===== config.mk =====
export PLATFORM = sky130hd
export DESIGN_NAME = fsc_speed_logic
export DESIGN_NICKNAME = d
export VERILOG_FILES = /design/src/hw/fsc_speed_logic.v
export VERILOG_INCLUDE_DIRS = /design/src /design/src/hw
export SDC_FILE = /design/constraint.sdc
export NUM_CORES = 1
export LEC_CHECK = 0
export BUFFER_PORTS_ARGS = -buffer_cell sky130_fd_sc_hd__buf_2
export CORE_UTILIZATION = 35
export CTS_BUF_LIST = sky130_fd_sc_hd__clkbuf_16
export CTS_CLUSTER_DIAMETER = 80
export DETAILED_ROUTE_END_ITERATION = 6
export PLACE_DENSITY_LB_ADDON = 0.15
export SETUP_SLACK_MARGIN = 0.05
export SLEW_MARGIN = 20
export SYNTH_ARGS = -nofsm -noshare
export SYNTH_HDL_FRONTEND = slang
export SYNTH_SLANG_ARGS = --single-unit
export TNS_END_PERCENT = 50

===== constraint.sdc =====
create_clock -name clk -period 50.8 [get_ports clk]
set_input_delay 7.62 -clock clk [delete_from_list [all_inputs] [get_ports clk]]
set_output_delay 7.62 -clock clk [all_outputs]
set_load 0.01 [all_outputs]

===== src/hw/fsc_defines.vh =====
// register map, field layout and reset values of the fan speed curve block
`ifndef FSC_DEFINES_VH
`define FSC_DEFINES_VH

// register byte offsets
`define FSC_REG_CTRL 8'h00
`define FSC_REG_SPEED 8'h04
`define FSC_REG_INPUT 8'h08
`define FSC_REG_ONOFF 8'h0c
`define FSC_REG_ALARM 8'h10
`define FSC_REG_STATUS 8'h14

// field positions
`define FSC_CTRL_PWM 0
`define FSC_CTRL_FAILIDLE 1
`define FSC_CTRL_COMMIT 2
`define FSC_ONOFF_EN 16
`define FSC_ALARM_EN 8

// reset values (temperature mode defaults)
`define FSC_RST_FULLSPD 7'h64
`define FSC_RST_IDLESPD 7'h37
`define FSC_RST_OVRSPD 7'h64
`define FSC_RST_FULLIN 8'h28
`define FSC_RST_IDLEIN 8'h23
`define FSC_RST_TRIP 8'h32

// limits and fail-safe inputs
`define FSC_PCT_MAX 7'h64
`define FSC_LOSS_TEMP 8'he7
`define FSC_LOSS_DUTY 8'h00

// bus responses
`define FSC_RESP_OKAY 2'h0
`define FSC_RESP_SLVERR 2'h2

`endif


===== src/hw/fsc_speed_logic.v =====
// fan speed curve, on/off, alarm and fail-safe logic with AXI4-Lite registers
//
// Contract
// - closed override contact forces override speed
// - override speed of zero turns motor off
// - temperature at/above full input gives full speed
// - pwm full input is maximum duty point
// - full input below idle input is rejected
// - temperature at/below idle input gives idle speed
// - pwm idle input is minimum duty point
// - on/off disabled by default, idle runs below
// - enabled on/off switches at on/off thresholds
// - on threshold <= idle input, > off threshold
// - off threshold always strictly below on threshold; checked only on writes that set the on/off enable
// - alarm asserts when input reaches trip threshold
// - alarm forces full speed
// - alarm clears itself when condition removed
// - signal loss with full choice gives full speed
// - idle choice treats loss as -25C or 0%
// - changes act now, commit request saves them
// - hottest of several thermistors is used
// - open sensor input also raises alarm in temperature mode only
//
// The register offsets and the AXI4-Lite register port were left to the implementer.
`timescale 1ns/100ps
`default_nettype none
`include "fsc_defines.vh"

module fsc_speed_logic #(
   parameter NSENSE = 3
) (
   // clock and reset
   input wire clk,
   input wire resetn,
   // AXI4-Lite write address
   input wire [7:0] awaddr,
   input wire awvalid,
   output wire awready,
   // AXI4-Lite write data
   input wire [31:0] wdata,
   input wire [3:0] wstrb,
   input wire wvalid,
   output wire wready,
   // AXI4-Lite write response
   output reg [1:0] bresp,
   output reg bvalid,
   input wire bready,
   // AXI4-Lite read address
   input wire [7:0] araddr,
   input wire arvalid,
   output wire arready,
   // AXI4-Lite read data
   output reg [31:0] rdata,
   output reg [1:0] rresp,
   output reg rvalid,
   input wire rready,
   // control input header: signed degrees per sensor, pwm duty percent
   input wire [8*NSENSE-1:0] controlInputHeader,
   input wire [NSENSE-1:0] sensorPresent,
   input wire [6:0] pwmInputTerminal,
   input wire sensorOpen,
   input wire signalLost,
   input wire overrideContactInput,
   // outputs
   output reg [6:0] driveLevel,
   output reg alarmOutput,
   output reg commitReq
);

   // ----------------------------------------
   // configuration registers
   // ----------------------------------------
   reg pwmMode;
   reg failIdle;
   reg [6:0] fullSpd;
   reg [6:0] idleSpd;
   reg [6:0] ovrSpd;
   reg [7:0] fullIn;
   reg [7:0] idleIn;
   reg [7:0] onIn;
   reg [7:0] offIn;
   reg onOffEn;
   reg [7:0] tripIn;
   reg alarmEn;
   reg motorOn;
   reg [7:0] ctrlValue;

   // ----------------------------------------
   // bus channel holding
   // ----------------------------------------
   reg awHeld;
   reg wHeld;
   reg [7:0] awAddrHold;
   reg [31:0] wDataHold;
   reg [3:0] wStrbHold;

   assign awready = !awHeld && !bvalid;
   assign wready = !wHeld && !bvalid;
   assign arready = !rvalid;

   wire doWrite = awHeld && wHeld && !bvalid;

   // current word at write address, merged with strobed bytes
   reg [31:0] oldWord;
   always @* begin
      case (awAddrHold)
         `FSC_REG_CTRL: oldWord = {30'h0, failIdle, pwmMode};
         `FSC_REG_SPEED: oldWord = {9'h0, ovrSpd, 1'b0, idleSpd, 1'b0, fullSpd};
         `FSC_REG_INPUT: oldWord = {16'h0, idleIn, fullIn};
         `FSC_REG_ONOFF: oldWord = {15'h0, onOffEn, offIn, onIn};
         `FSC_REG_ALARM: oldWord = {23'h0, alarmEn, tripIn};
         default: oldWord = 32'h0;
      endcase
   end

   wire [31:0] newWord;
   genvar gb;
   generate
      for (gb = 0; gb < 4; gb = gb + 1) begin : gByte
         assign newWord[8*gb+7:8*gb] = wStrbHold[gb] ? wDataHold[8*gb+7:8*gb] : oldWord[8*gb+7:8*gb];
      end
   endgenerate

   // ----------------------------------------
   // write legality checks
   // ----------------------------------------
   wire pctBad = (newWord[6:0] > `FSC_PCT_MAX) || (newWord[14:8] > `FSC_PCT_MAX)
      || (newWord[22:16] > `FSC_PCT_MAX);
   wire inBad = ($signed(newWord[7:0]) < $signed(newWord[15:8]))
      || (onOffEn && ($signed(onIn) > $signed(newWord[15:8])));
   wire onOffBad = newWord[`FSC_ONOFF_EN]
      && (($signed(newWord[7:0]) > $signed(idleIn))
      || ($signed(newWord[15:8]) >= $signed(newWord[7:0])));

   reg wrErr;
   always @* begin
      case (awAddrHold)
         `FSC_REG_CTRL: wrErr = 1'b0;
         `FSC_REG_SPEED: wrErr = pctBad;
         `FSC_REG_INPUT: wrErr = inBad;
         `FSC_REG_ONOFF: wrErr = onOffBad;
         `FSC_REG_ALARM: wrErr = 1'b0;
         default: wrErr = 1'b1;
      endcase
   end

   // ----------------------------------------
   // write channel and register updates
   // ----------------------------------------
   always @(posedge clk or negedge resetn) begin
      if (!resetn) begin
         awHeld <= 1'b0;
         wHeld <= 1'b0;
         awAddrHold <= 8'h00;
         wDataHold <= 32'h0;
         wStrbHold <= 4'h0;
         bvalid <= 1'b0;
         bresp <= `FSC_RESP_OKAY;
         commitReq <= 1'b0;
         pwmMode <= 1'b0;
         failIdle <= 1'b0;
         fullSpd <= `FSC_RST_FULLSPD;
         idleSpd <= `FSC_RST_IDLESPD;
         ovrSpd <= `FSC_RST_OVRSPD;
         fullIn <= `FSC_RST_FULLIN;
         idleIn <= `FSC_RST_IDLEIN;
         onIn <= 8'h00;
         offIn <= 8'h00;
         onOffEn <= 1'b0;
         tripIn <= `FSC_RST_TRIP;
         alarmEn <= 1'b1;
      end else begin
         commitReq <= 1'b0;
         if (awvalid && awready) begin
            awHeld <= 1'b1;
            awAddrHold <= awaddr;
         end
         if (wvalid && wready) begin
            wHeld <= 1'b1;
            wDataHold <= wdata;
            wStrbHold <= wstrb;
         end
         if (bvalid && bready) begin
            bvalid <= 1'b0;
         end
         if (doWrite) begin
            awHeld <= 1'b0;
            wHeld <= 1'b0;
            bvalid <= 1'b1;
            bresp <= wrErr ? `FSC_RESP_SLVERR : `FSC_RESP_OKAY;
            if (!wrErr) begin
               // new settings steer the curve at once
               case (awAddrHold)
                  `FSC_REG_CTRL: begin
                     pwmMode <= newWord[`FSC_CTRL_PWM];
                     failIdle <= newWord[`FSC_CTRL_FAILIDLE];
                     commitReq <= wStrbHold[0] && wDataHold[`FSC_CTRL_COMMIT];
                  end
                  `FSC_REG_SPEED: begin
                     fullSpd <= newWord[6:0];
                     idleSpd <= newWord[14:8];
                     ovrSpd <= newWord[22:16];
                  end
                  `FSC_REG_INPUT: begin
                     fullIn <= newWord[7:0];
                     idleIn <= newWord[15:8];
                  end
                  `FSC_REG_ONOFF: begin
                     onIn <= newWord[7:0];
                     offIn <= newWord[15:8];
                     onOffEn <= newWord[`FSC_ONOFF_EN];
                  end
                  `FSC_REG_ALARM: begin
                     tripIn <= newWord[7:0];
                     alarmEn <= newWord[`FSC_ALARM_EN];
                  end
                  default: begin
                  end
               endcase
            end
         end
      end
   end

   // ----------------------------------------
   // read channel
   // ----------------------------------------
   always @(posedge clk or negedge resetn) begin
      if (!resetn) begin
         rvalid <= 1'b0;
         rdata <= 32'h0;
         rresp <= `FSC_RESP_OKAY;
      end else begin
         if (rvalid && rready) begin
            rvalid <= 1'b0;
         end
         if (arvalid && arready) begin
            rvalid <= 1'b1;
            rresp <= `FSC_RESP_OKAY;
            case (araddr)
               `FSC_REG_CTRL: rdata <= {30'h0, failIdle, pwmMode};
               `FSC_REG_SPEED: rdata <= {9'h0, ovrSpd, 1'b0, idleSpd, 1'b0, fullSpd};
               `FSC_REG_INPUT: rdata <= {16'h0, idleIn, fullIn};
               `FSC_REG_ONOFF: rdata <= {15'h0, onOffEn, offIn, onIn};
               `FSC_REG_ALARM: rdata <= {23'h0, alarmEn, tripIn};
               `FSC_REG_STATUS: rdata <= {8'h0, ctrlValue, 5'h0, signalLost, motorOn, alarmOutput,
                  1'b0, driveLevel};
               default: begin
                  rdata <= 32'h0;
                  rresp <= `FSC_RESP_SLVERR;
               end
            endcase
         end
      end
   end

   // ----------------------------------------
   // control input selection
   // ----------------------------------------
   // running maximum over present sensors
   wire [8*NSENSE+7:0] maxChain;
   assign maxChain[7:0] = 8'h80;
   genvar gs;
   generate
      for (gs = 0; gs < NSENSE; gs = gs + 1) begin : gSense
         wire [7:0] t = controlInputHeader[8*gs+7:8*gs];
         wire [7:0] m = maxChain[8*gs+7:8*gs];
         assign maxChain[8*gs+15:8*gs+8] =
            (sensorPresent[gs] && ($signed(t) > $signed(m))) ? t : m;
      end
   endgenerate

   wire [7:0] hotTemp = maxChain[8*NSENSE+7:8*NSENSE];
   wire [7:0] lossIn = pwmMode ? `FSC_LOSS_DUTY : `FSC_LOSS_TEMP;
   wire [7:0] liveIn = pwmMode ? {1'b0, pwmInputTerminal} : hotTemp;
   wire [7:0] xIn = (signalLost && failIdle) ? lossIn : liveIn;
   wire lostFull = signalLost && !failIdle;

   // ----------------------------------------
   // alarm, hysteresis and curve
   // ----------------------------------------
   wire alarmNow = (alarmEn && ($signed(xIn) >= $signed(tripIn)))
      || (!pwmMode && sensorOpen);

   wire atOn = $signed(xIn) >= $signed(onIn);
   wire atOff = $signed(xIn) <= $signed(offIn);

   // linear segment between idle and full points
   wire signed [16:0] spdDelta = $signed({10'h0, fullSpd}) - $signed({10'h0, idleSpd});
   wire signed [16:0] inDelta = $signed({{9{xIn[7]}}, xIn}) - $signed({{9{idleIn[7]}}, idleIn});
   wire signed [16:0] span = $signed({{9{fullIn[7]}}, fullIn}) - $signed({{9{idleIn[7]}}, idleIn});
   wire signed [16:0] prod = spdDelta * inDelta;
   wire signed [16:0] span1 = (span == 17'sh0) ? 17'sh1 : span;
   wire signed [16:0] quot = prod / span1;
   wire signed [16:0] interp = $signed({10'h0, idleSpd}) + quot;

   reg [6:0] next_driveLevel;
   always @* begin
      if (overrideContactInput) begin
         next_driveLevel = ovrSpd;
      end else if (alarmNow || lostFull) begin
         next_driveLevel = fullSpd;
      end else if (onOffEn && !motorOn) begin
         next_driveLevel = 7'h00;
      end else if ($signed(xIn) >= $signed(fullIn)) begin
         next_driveLevel = fullSpd;
      end else if ($signed(xIn) <= $signed(idleIn)) begin
         next_driveLevel = idleSpd;
      end else begin
         next_driveLevel = interp[6:0];
      end
   end

   always @(posedge clk or negedge resetn) begin
      if (!resetn) begin
         motorOn <= 1'b1;
         driveLevel <= 7'h00;
         alarmOutput <= 1'b0;
         ctrlValue <= 8'h00;
      end else begin
         if (!onOffEn) begin
            motorOn <= 1'b1;
         end else if (motorOn && atOff) begin
            motorOn <= 1'b0;
         end else if (!motorOn && atOn) begin
            motorOn <= 1'b1;
         end
         driveLevel <= next_driveLevel;
         alarmOutput <= alarmNow;
         ctrlValue <= xIn;
      end
   end

endmodule

`default_nettype wire


# [Word level (Yosys, flattened, before mapping)]
# Index checks and enable logic that the tools add are counted.
[classes] add_sub_neg=4 n_mul=1 div_mod_pow=1 magnitude_cmp=15 n_eq_ne=10 n_mux=34 bitwise=1 reduce_logical=49
[op_table] op="case mux 24 bit (6 select lines)" count=1
[op_table] op="case mux 23 bit (5 select lines)" count=1
[op_table] op="2-to-1 mux 8 bit" count=8
[op_table] op="2-to-1 mux 7 bit" count=6
[op_table] op="equality test 8 x 4 -> 1 bit, second input constant" count=4
[op_table] op="greater-or-equal comparator 8 bit" count=4
[op_table] op="> comparator 8 bit" count=4
[op_table] op="equality test 8 x 5 -> 1 bit, second input constant" count=3
[op_table] op="logical AND 1 bit" count=22
[op_table] op="> comparator 7 bit, second input constant" count=3
[op_table] op="subtractor 8 x 8 -> 9 bit" count=2
[op_table] op="divider 17 x 17 -> 17 bit" count=1
[op_table] op="logical NOT 17 bit" count=1
[op_table] op="multiplier 8 x 9 -> 17 bit" count=1
[op_table] op="2-to-1 mux 17 bit" count=1
[op_table] op="equality test 8 x 3 -> 1 bit, second input constant" count=2
[op_table] op="<= comparator 8 bit" count=2
[op_table] op="logical NOT 8 bit" count=2
[op_table] op="AND reduction 3 bit" count=5
[op_table] op="2-to-1 mux 1 bit" count=14
[op_table] op="> comparator 8 bit, second input constant" count=1
[op_table] op="< comparator 8 bit" count=1
[op_table] op="nonzero test 2 bit" count=4
[op_table] op="subtractor 7 x 7 -> 8 bit" count=1
[op_table] op="9 further kinds" count=21
[word_totals] register_bits=157

# [Longest topological paths before layout]
[logic_depth] ltp_word=20 ltp_mapped=234

# [Least setup slack after synthesis]
# OpenSTA, ideal clock, no wires.
[synth_path] path_type="input to register" start="input sensorPresent[0]" end="register driveLevel[6]" arrival_ns=50.622 path_slack_ns=0.101 path_stages=223 n_path_buf=17 cell_sequence="nand2_1 ha_1 nor2b_1 o21a_1 o21a_1 o21ai_0 nand2b_1 a21oi_1 nor2b_1 o311a_1 o21ai_1 mux2i_1 inv_1 ha_1 nor2b_1 o21a_1 o21a_1 o21a_1 [187 not listed] a21boi_0 o31ai_1 a31oi_1 inv_1 ha_1 nor2_1 a21oi_1 fa_1 a21o_1 a21oi_1 o21bai_1 a21oi_1 xnor2_1 xnor2_1 nand2_1 xnor2_1 or3_1 a21oi_1"
[synth_between] elab_chain_len=19
[synth_lines] element="from (decl)" line="fsc_speed_logic.v:59" source="input wire [NSENSE-1:0] sensorPresent,"
[synth_lines] element="logical AND 1 bit (*)" line="fsc_speed_logic.v:269" source="(sensorPresent[gs] && ($signed(t) > $signed(m))) ? t : m;"
[synth_lines] element="2-to-1 mux 8 bit (*)" line="fsc_speed_logic.v:269"
[synth_lines] element="> comparator 8 bit" line="fsc_speed_logic.v:269"
[synth_lines] element="logical AND 1 bit" line="fsc_speed_logic.v:269"
[synth_lines] element="2-to-1 mux 8 bit (*)" line="fsc_speed_logic.v:269"
[synth_lines] element="> comparator 8 bit" line="fsc_speed_logic.v:269"
[synth_lines] element="logical AND 1 bit" line="fsc_speed_logic.v:269"
[synth_lines] element="2-to-1 mux 8 bit (*)" line="fsc_speed_logic.v:269"
[synth_lines] element="[2 not listed]"
[synth_lines] element="named net xIn[2]" line="fsc_speed_logic.v:276" source="wire [7:0] xIn = (signalLost && failIdle) ? lossIn : liveIn;"
[synth_lines] element="[2 not listed]"
[synth_lines] element="divider 17 x 17 -> 17 bit" line="fsc_speed_logic.v:294" source="wire signed [16:0] quot = prod / span1;"
[synth_lines] element="adder 7 bit" line="fsc_speed_logic.v:295" source="wire signed [16:0] interp = $signed({10'h0, idleSpd}) + quot;"
[synth_lines] element="2-to-1 mux 7 bit" line="fsc_speed_logic.v:307" source="end else if ($signed(xIn) <= $signed(idleIn)) begin"
[synth_lines] element="2-to-1 mux 7 bit" line="fsc_speed_logic.v:305" source="end else if ($signed(xIn) >= $signed(fullIn)) begin"
[synth_lines] element="2-to-1 mux 7 bit" line="fsc_speed_logic.v:303" source="end else if (onOffEn && !motorOn) begin"
[synth_lines] element="2-to-1 mux 7 bit (*)" line="fsc_speed_logic.v:301" source="end else if (alarmNow || lostFull) begin"
[synth_lines] element="2-to-1 mux 7 bit (*)" line="fsc_speed_logic.v:299" source="if (overrideContactInput) begin"
[synth_lines] element="named net next_driveLevel[6]" line="fsc_speed_logic.v:297" source="reg [6:0] next_driveLevel;"
[synth_lines] element="to (signal assigned)" line="fsc_speed_logic.v:328" source="driveLevel <= next_driveLevel;"
[synth_lines] element="to (decl)" line="fsc_speed_logic.v:65" source="output reg [6:0] driveLevel,"
# Mark *: on every way through the listed nets, which the timed path passes. The rest lies on a longest branch.
# A chain may end at the register's enable or synchronous reset.

# [Worst setup path in the final report]
# Same ends and word-level chain as after synthesis.

==> impl_metrics.yaml <==
worst_hold_path:
  hold_depth: 2
  hold_path_class: "reg2reg"
  holdCritStartpoint: "rdata[22]$_DFFE_PN0P_"
  worstHoldEndpoint: "rdata[22]$_DFFE_PN0P_"
logic_synthesis:
  synth_flop_cell: "dfrtp_1"
  syn_inst: 2580
  ys_seq_area_share_pct: 17.5
  synth-seq-cells: 147
  yosys_warnings: 0
  ys_async_sr_fraction_pct: 100
  synth_top_area_cell: "ha_1"
  synth_edf_count: 0
  syn_area_mm2: 0.0212
  yosysTopAreaCellShare_pct: 17.7
  synth_area_leaders: "ha_1 (18%), dfrtp_1 (15%), fa_1 (5.2%)"
  synthDistinctLibCells: 102
  synth.avg_cell_area_um2: 8.22
clocking:
  cts_hold_buf: 0
  clk_path_buf_depth: 2
  clock_latency_ns: 0.44
  cts_tree: "yes"
  htree_levels: 4
  cts_root_buffer: "clkbuf_16"
  numCtsBuffers: 17
  cts.sinks: 147
  clkSlewWorstSetupHoldPaths_ns: 0.06
critical_path:
  cp.arrival_ns: 49.16
  r2r_end: "driveLevel[6]$_DFF_PN0_"
  required_ns: 51.17
  critPathLaunchType: "input port"
  crit_type: "in2reg"
  r2r_cells: 194
  crit_slowest_cell: "or4b_2"
  reg2reg_slack_ns: 12.34
  cp_slowest_stage_delay_ns: 0.63
  path_max_fanout: 8
  cp_common_cell: "o21a_1"
  timing.rr.start: "failIdle$_DFFE_PN0P_"
  cp-end-kind: "flop"
global_route:
  use_met2_pct: 38.5
  gr-usage-met3_pct: 1.94
  track_usage_pct: 22.9
  antenna_found_initial: 0
  grt_util_met1_pct: 30.7
  grt-ovfl-total: 0
  top_usage_layer: "met2"
  grt_pass1_vias: 20728
  grt_pass1_wl_mm: 112
  grt_max_degree: 80
cells_and_area:
  design_area_mm2: 0.0273
  final_cell_mix: "buf_4 (464), ha_1 (294), inv_1 (213), nor2_1 (211), nand2_1 (205)"
  final_util_pct: 45.9
  fin_nets: 3602
  antenna_cells: 0
  areaGrowthSynthToFinish_pct: 28.6
  drive_gt1_share_pct: 27.3
  final_common_cell: "buf_4"
sta:
  setup_violations: 0
  worstMarginPinSlew_ns: 1.14
  fin_crit_sh_pct: 96.0
  fin_crit_ns: 48.79
  setup_slack_ns: 2.01
  fin_skew_ns: 0.0135
  finalHoldViolCount: 0
  max_freq_ghz: 0.0205
  relSlewSlack_pct: 23.8
  slew_violations: 0
route:
  drt_iter0_drc: 1098
  wl_mm: 70.6
  drc: 0
  via_count: 20998
  firstDrtPassIters: 5
  viasPerCell: 5.34
  postRouteAntennaNets: 0
  drt-wirelength-per-cell_um: 17.9
floorplan:
  die-area_mm2: 0.0616
  die_y_um: 248
  row_count: 89
  start_util_pct: 35.7
  coreArea_mm2: 0.0595
  die_x_um: 248
  io_pins: 146
placement:
  port_buffers: 125
  placed_area_mm2: 0.0259
  dp_hpwl_mm: 57.1
  dpl_worst_slack_ns: -0.452
  place.gp.congestion: 0.940
run_status:
  outcome: "finished, final reports clean"
flow_run:
  max_cap_violations: 0
==> routing by layer <==
layer	wire length [µm]	vias to the layer above
met5	0	-
met4	2230	0
met3	2470	115
met2	32700	450
met1	33200	10058
li1	-	10375
==> state kept, by name, indices dropped and copies added, names as in the netlist, 3 cells and up <==
register	count
awAddrHold	8
ctrlValue	8
driveLevel	7
fullIn	8
fullSpd	7
idleIn	8
idleSpd	7
offIn	8
onIn	8
ovrSpd	7
rdata	24
tripIn	8
wDataHold	23
wStrbHold	3
==> how the worst max path moves through the flow <==
| stage | from | end | cells past startpoint |
|---|---|---|---|
| floorplan | sensorPresent[0] | driveLevel[6]$_DFF_PN0_ | 223 |
| global placement | sensorPresent[0] | driveLevel[6]$_DFF_PN0_ | 216 |
| detailed placement | sensorPresent[0] | driveLevel[6]$_DFF_PN0_ | 218 |
| CTS | sensorPresent[0] | driveLevel[6]$_DFF_PN0_ | 221 |
| global route | sensorPresent[0] | driveLevel[6]$_DFF_PN0_ | 224 |
| finish | sensorPresent[0] | driveLevel[6]$_DFF_PN0_ | 220 |
==> worst max-delay path: cells and delay by family <==
family / cells / cell delay (ns)
AO/OA/AOI/OAI: 122 / 22.17
adder cells (fa/ha/maj): 27 / 8.32
AND/OR/NAND/NOR: 37 / 5.82
buffers and inverters: 23 / 2.88
multiplexers: 7 / 1.57
XOR/XNOR: 4 / 0.66
==> layout make-up <==
cell class | instances | area (µm²)
Timing Repair Buffer | 594 | 4190
Fill cell | 5874 | 32200
Inverter | 212 | 796
Multi-Input combinational cell | 2178 | 17000
Sequential cell | 147 | 3700
Clock buffer | 17 | 425
Tap cell | 773 | 967
Clock inverter | 14 | 220
==> cells by family after synthesis <==
kind of cell,after synthesis,synth area share [%]
DFF,147,17.5
other,2,0.0354
AOI/OAI and AO/OA,718,22.9
buffers and inverters,299,5.54
and+or+nand+nor,766,17.3
xor gates and xnor gates,117,4.97
muxes,175,8.89
adders and majority gates,356,22.9
==> per-stage QoR <==
step / cells / hold WS (ns) / TNS [ns]
after global placement: 3869 / 0.465 / -0.0553
after floorplan: 2624 / 0.441 / 0
after detailed placement: 3869 / 0.468 / -0.757
after CTS: 3900 / 0.481 / 0
after global routing: 3935 / 0.502 / -0.169
final: 3935 / 0.476 / 0
==> cell usage after synthesis, types with 63 or more instances <==
cell type / n
nor2_1: 220
a21o_1: 65
o21a_1: 93
ha_1: 301
clkbuf_1: 63
mux2i_1: 88
inv_1: 211
nor3_1: 75
a21oi_1: 140
dfrtp_1: 126
nand2_1: 206
xnor2_1: 82
mux2_2: 84
o21ai_0: 161
==> what timing repair did <==
item	4_1_cts	5_1_grt
endpoints found under the setup margin	1	7
setup buffers	0	34
resized for setup	5	116
pin swaps	1	76
Power is not shown: default switching activity piles up to over one toggle a cycle in this logic, so the estimate is an artifact.
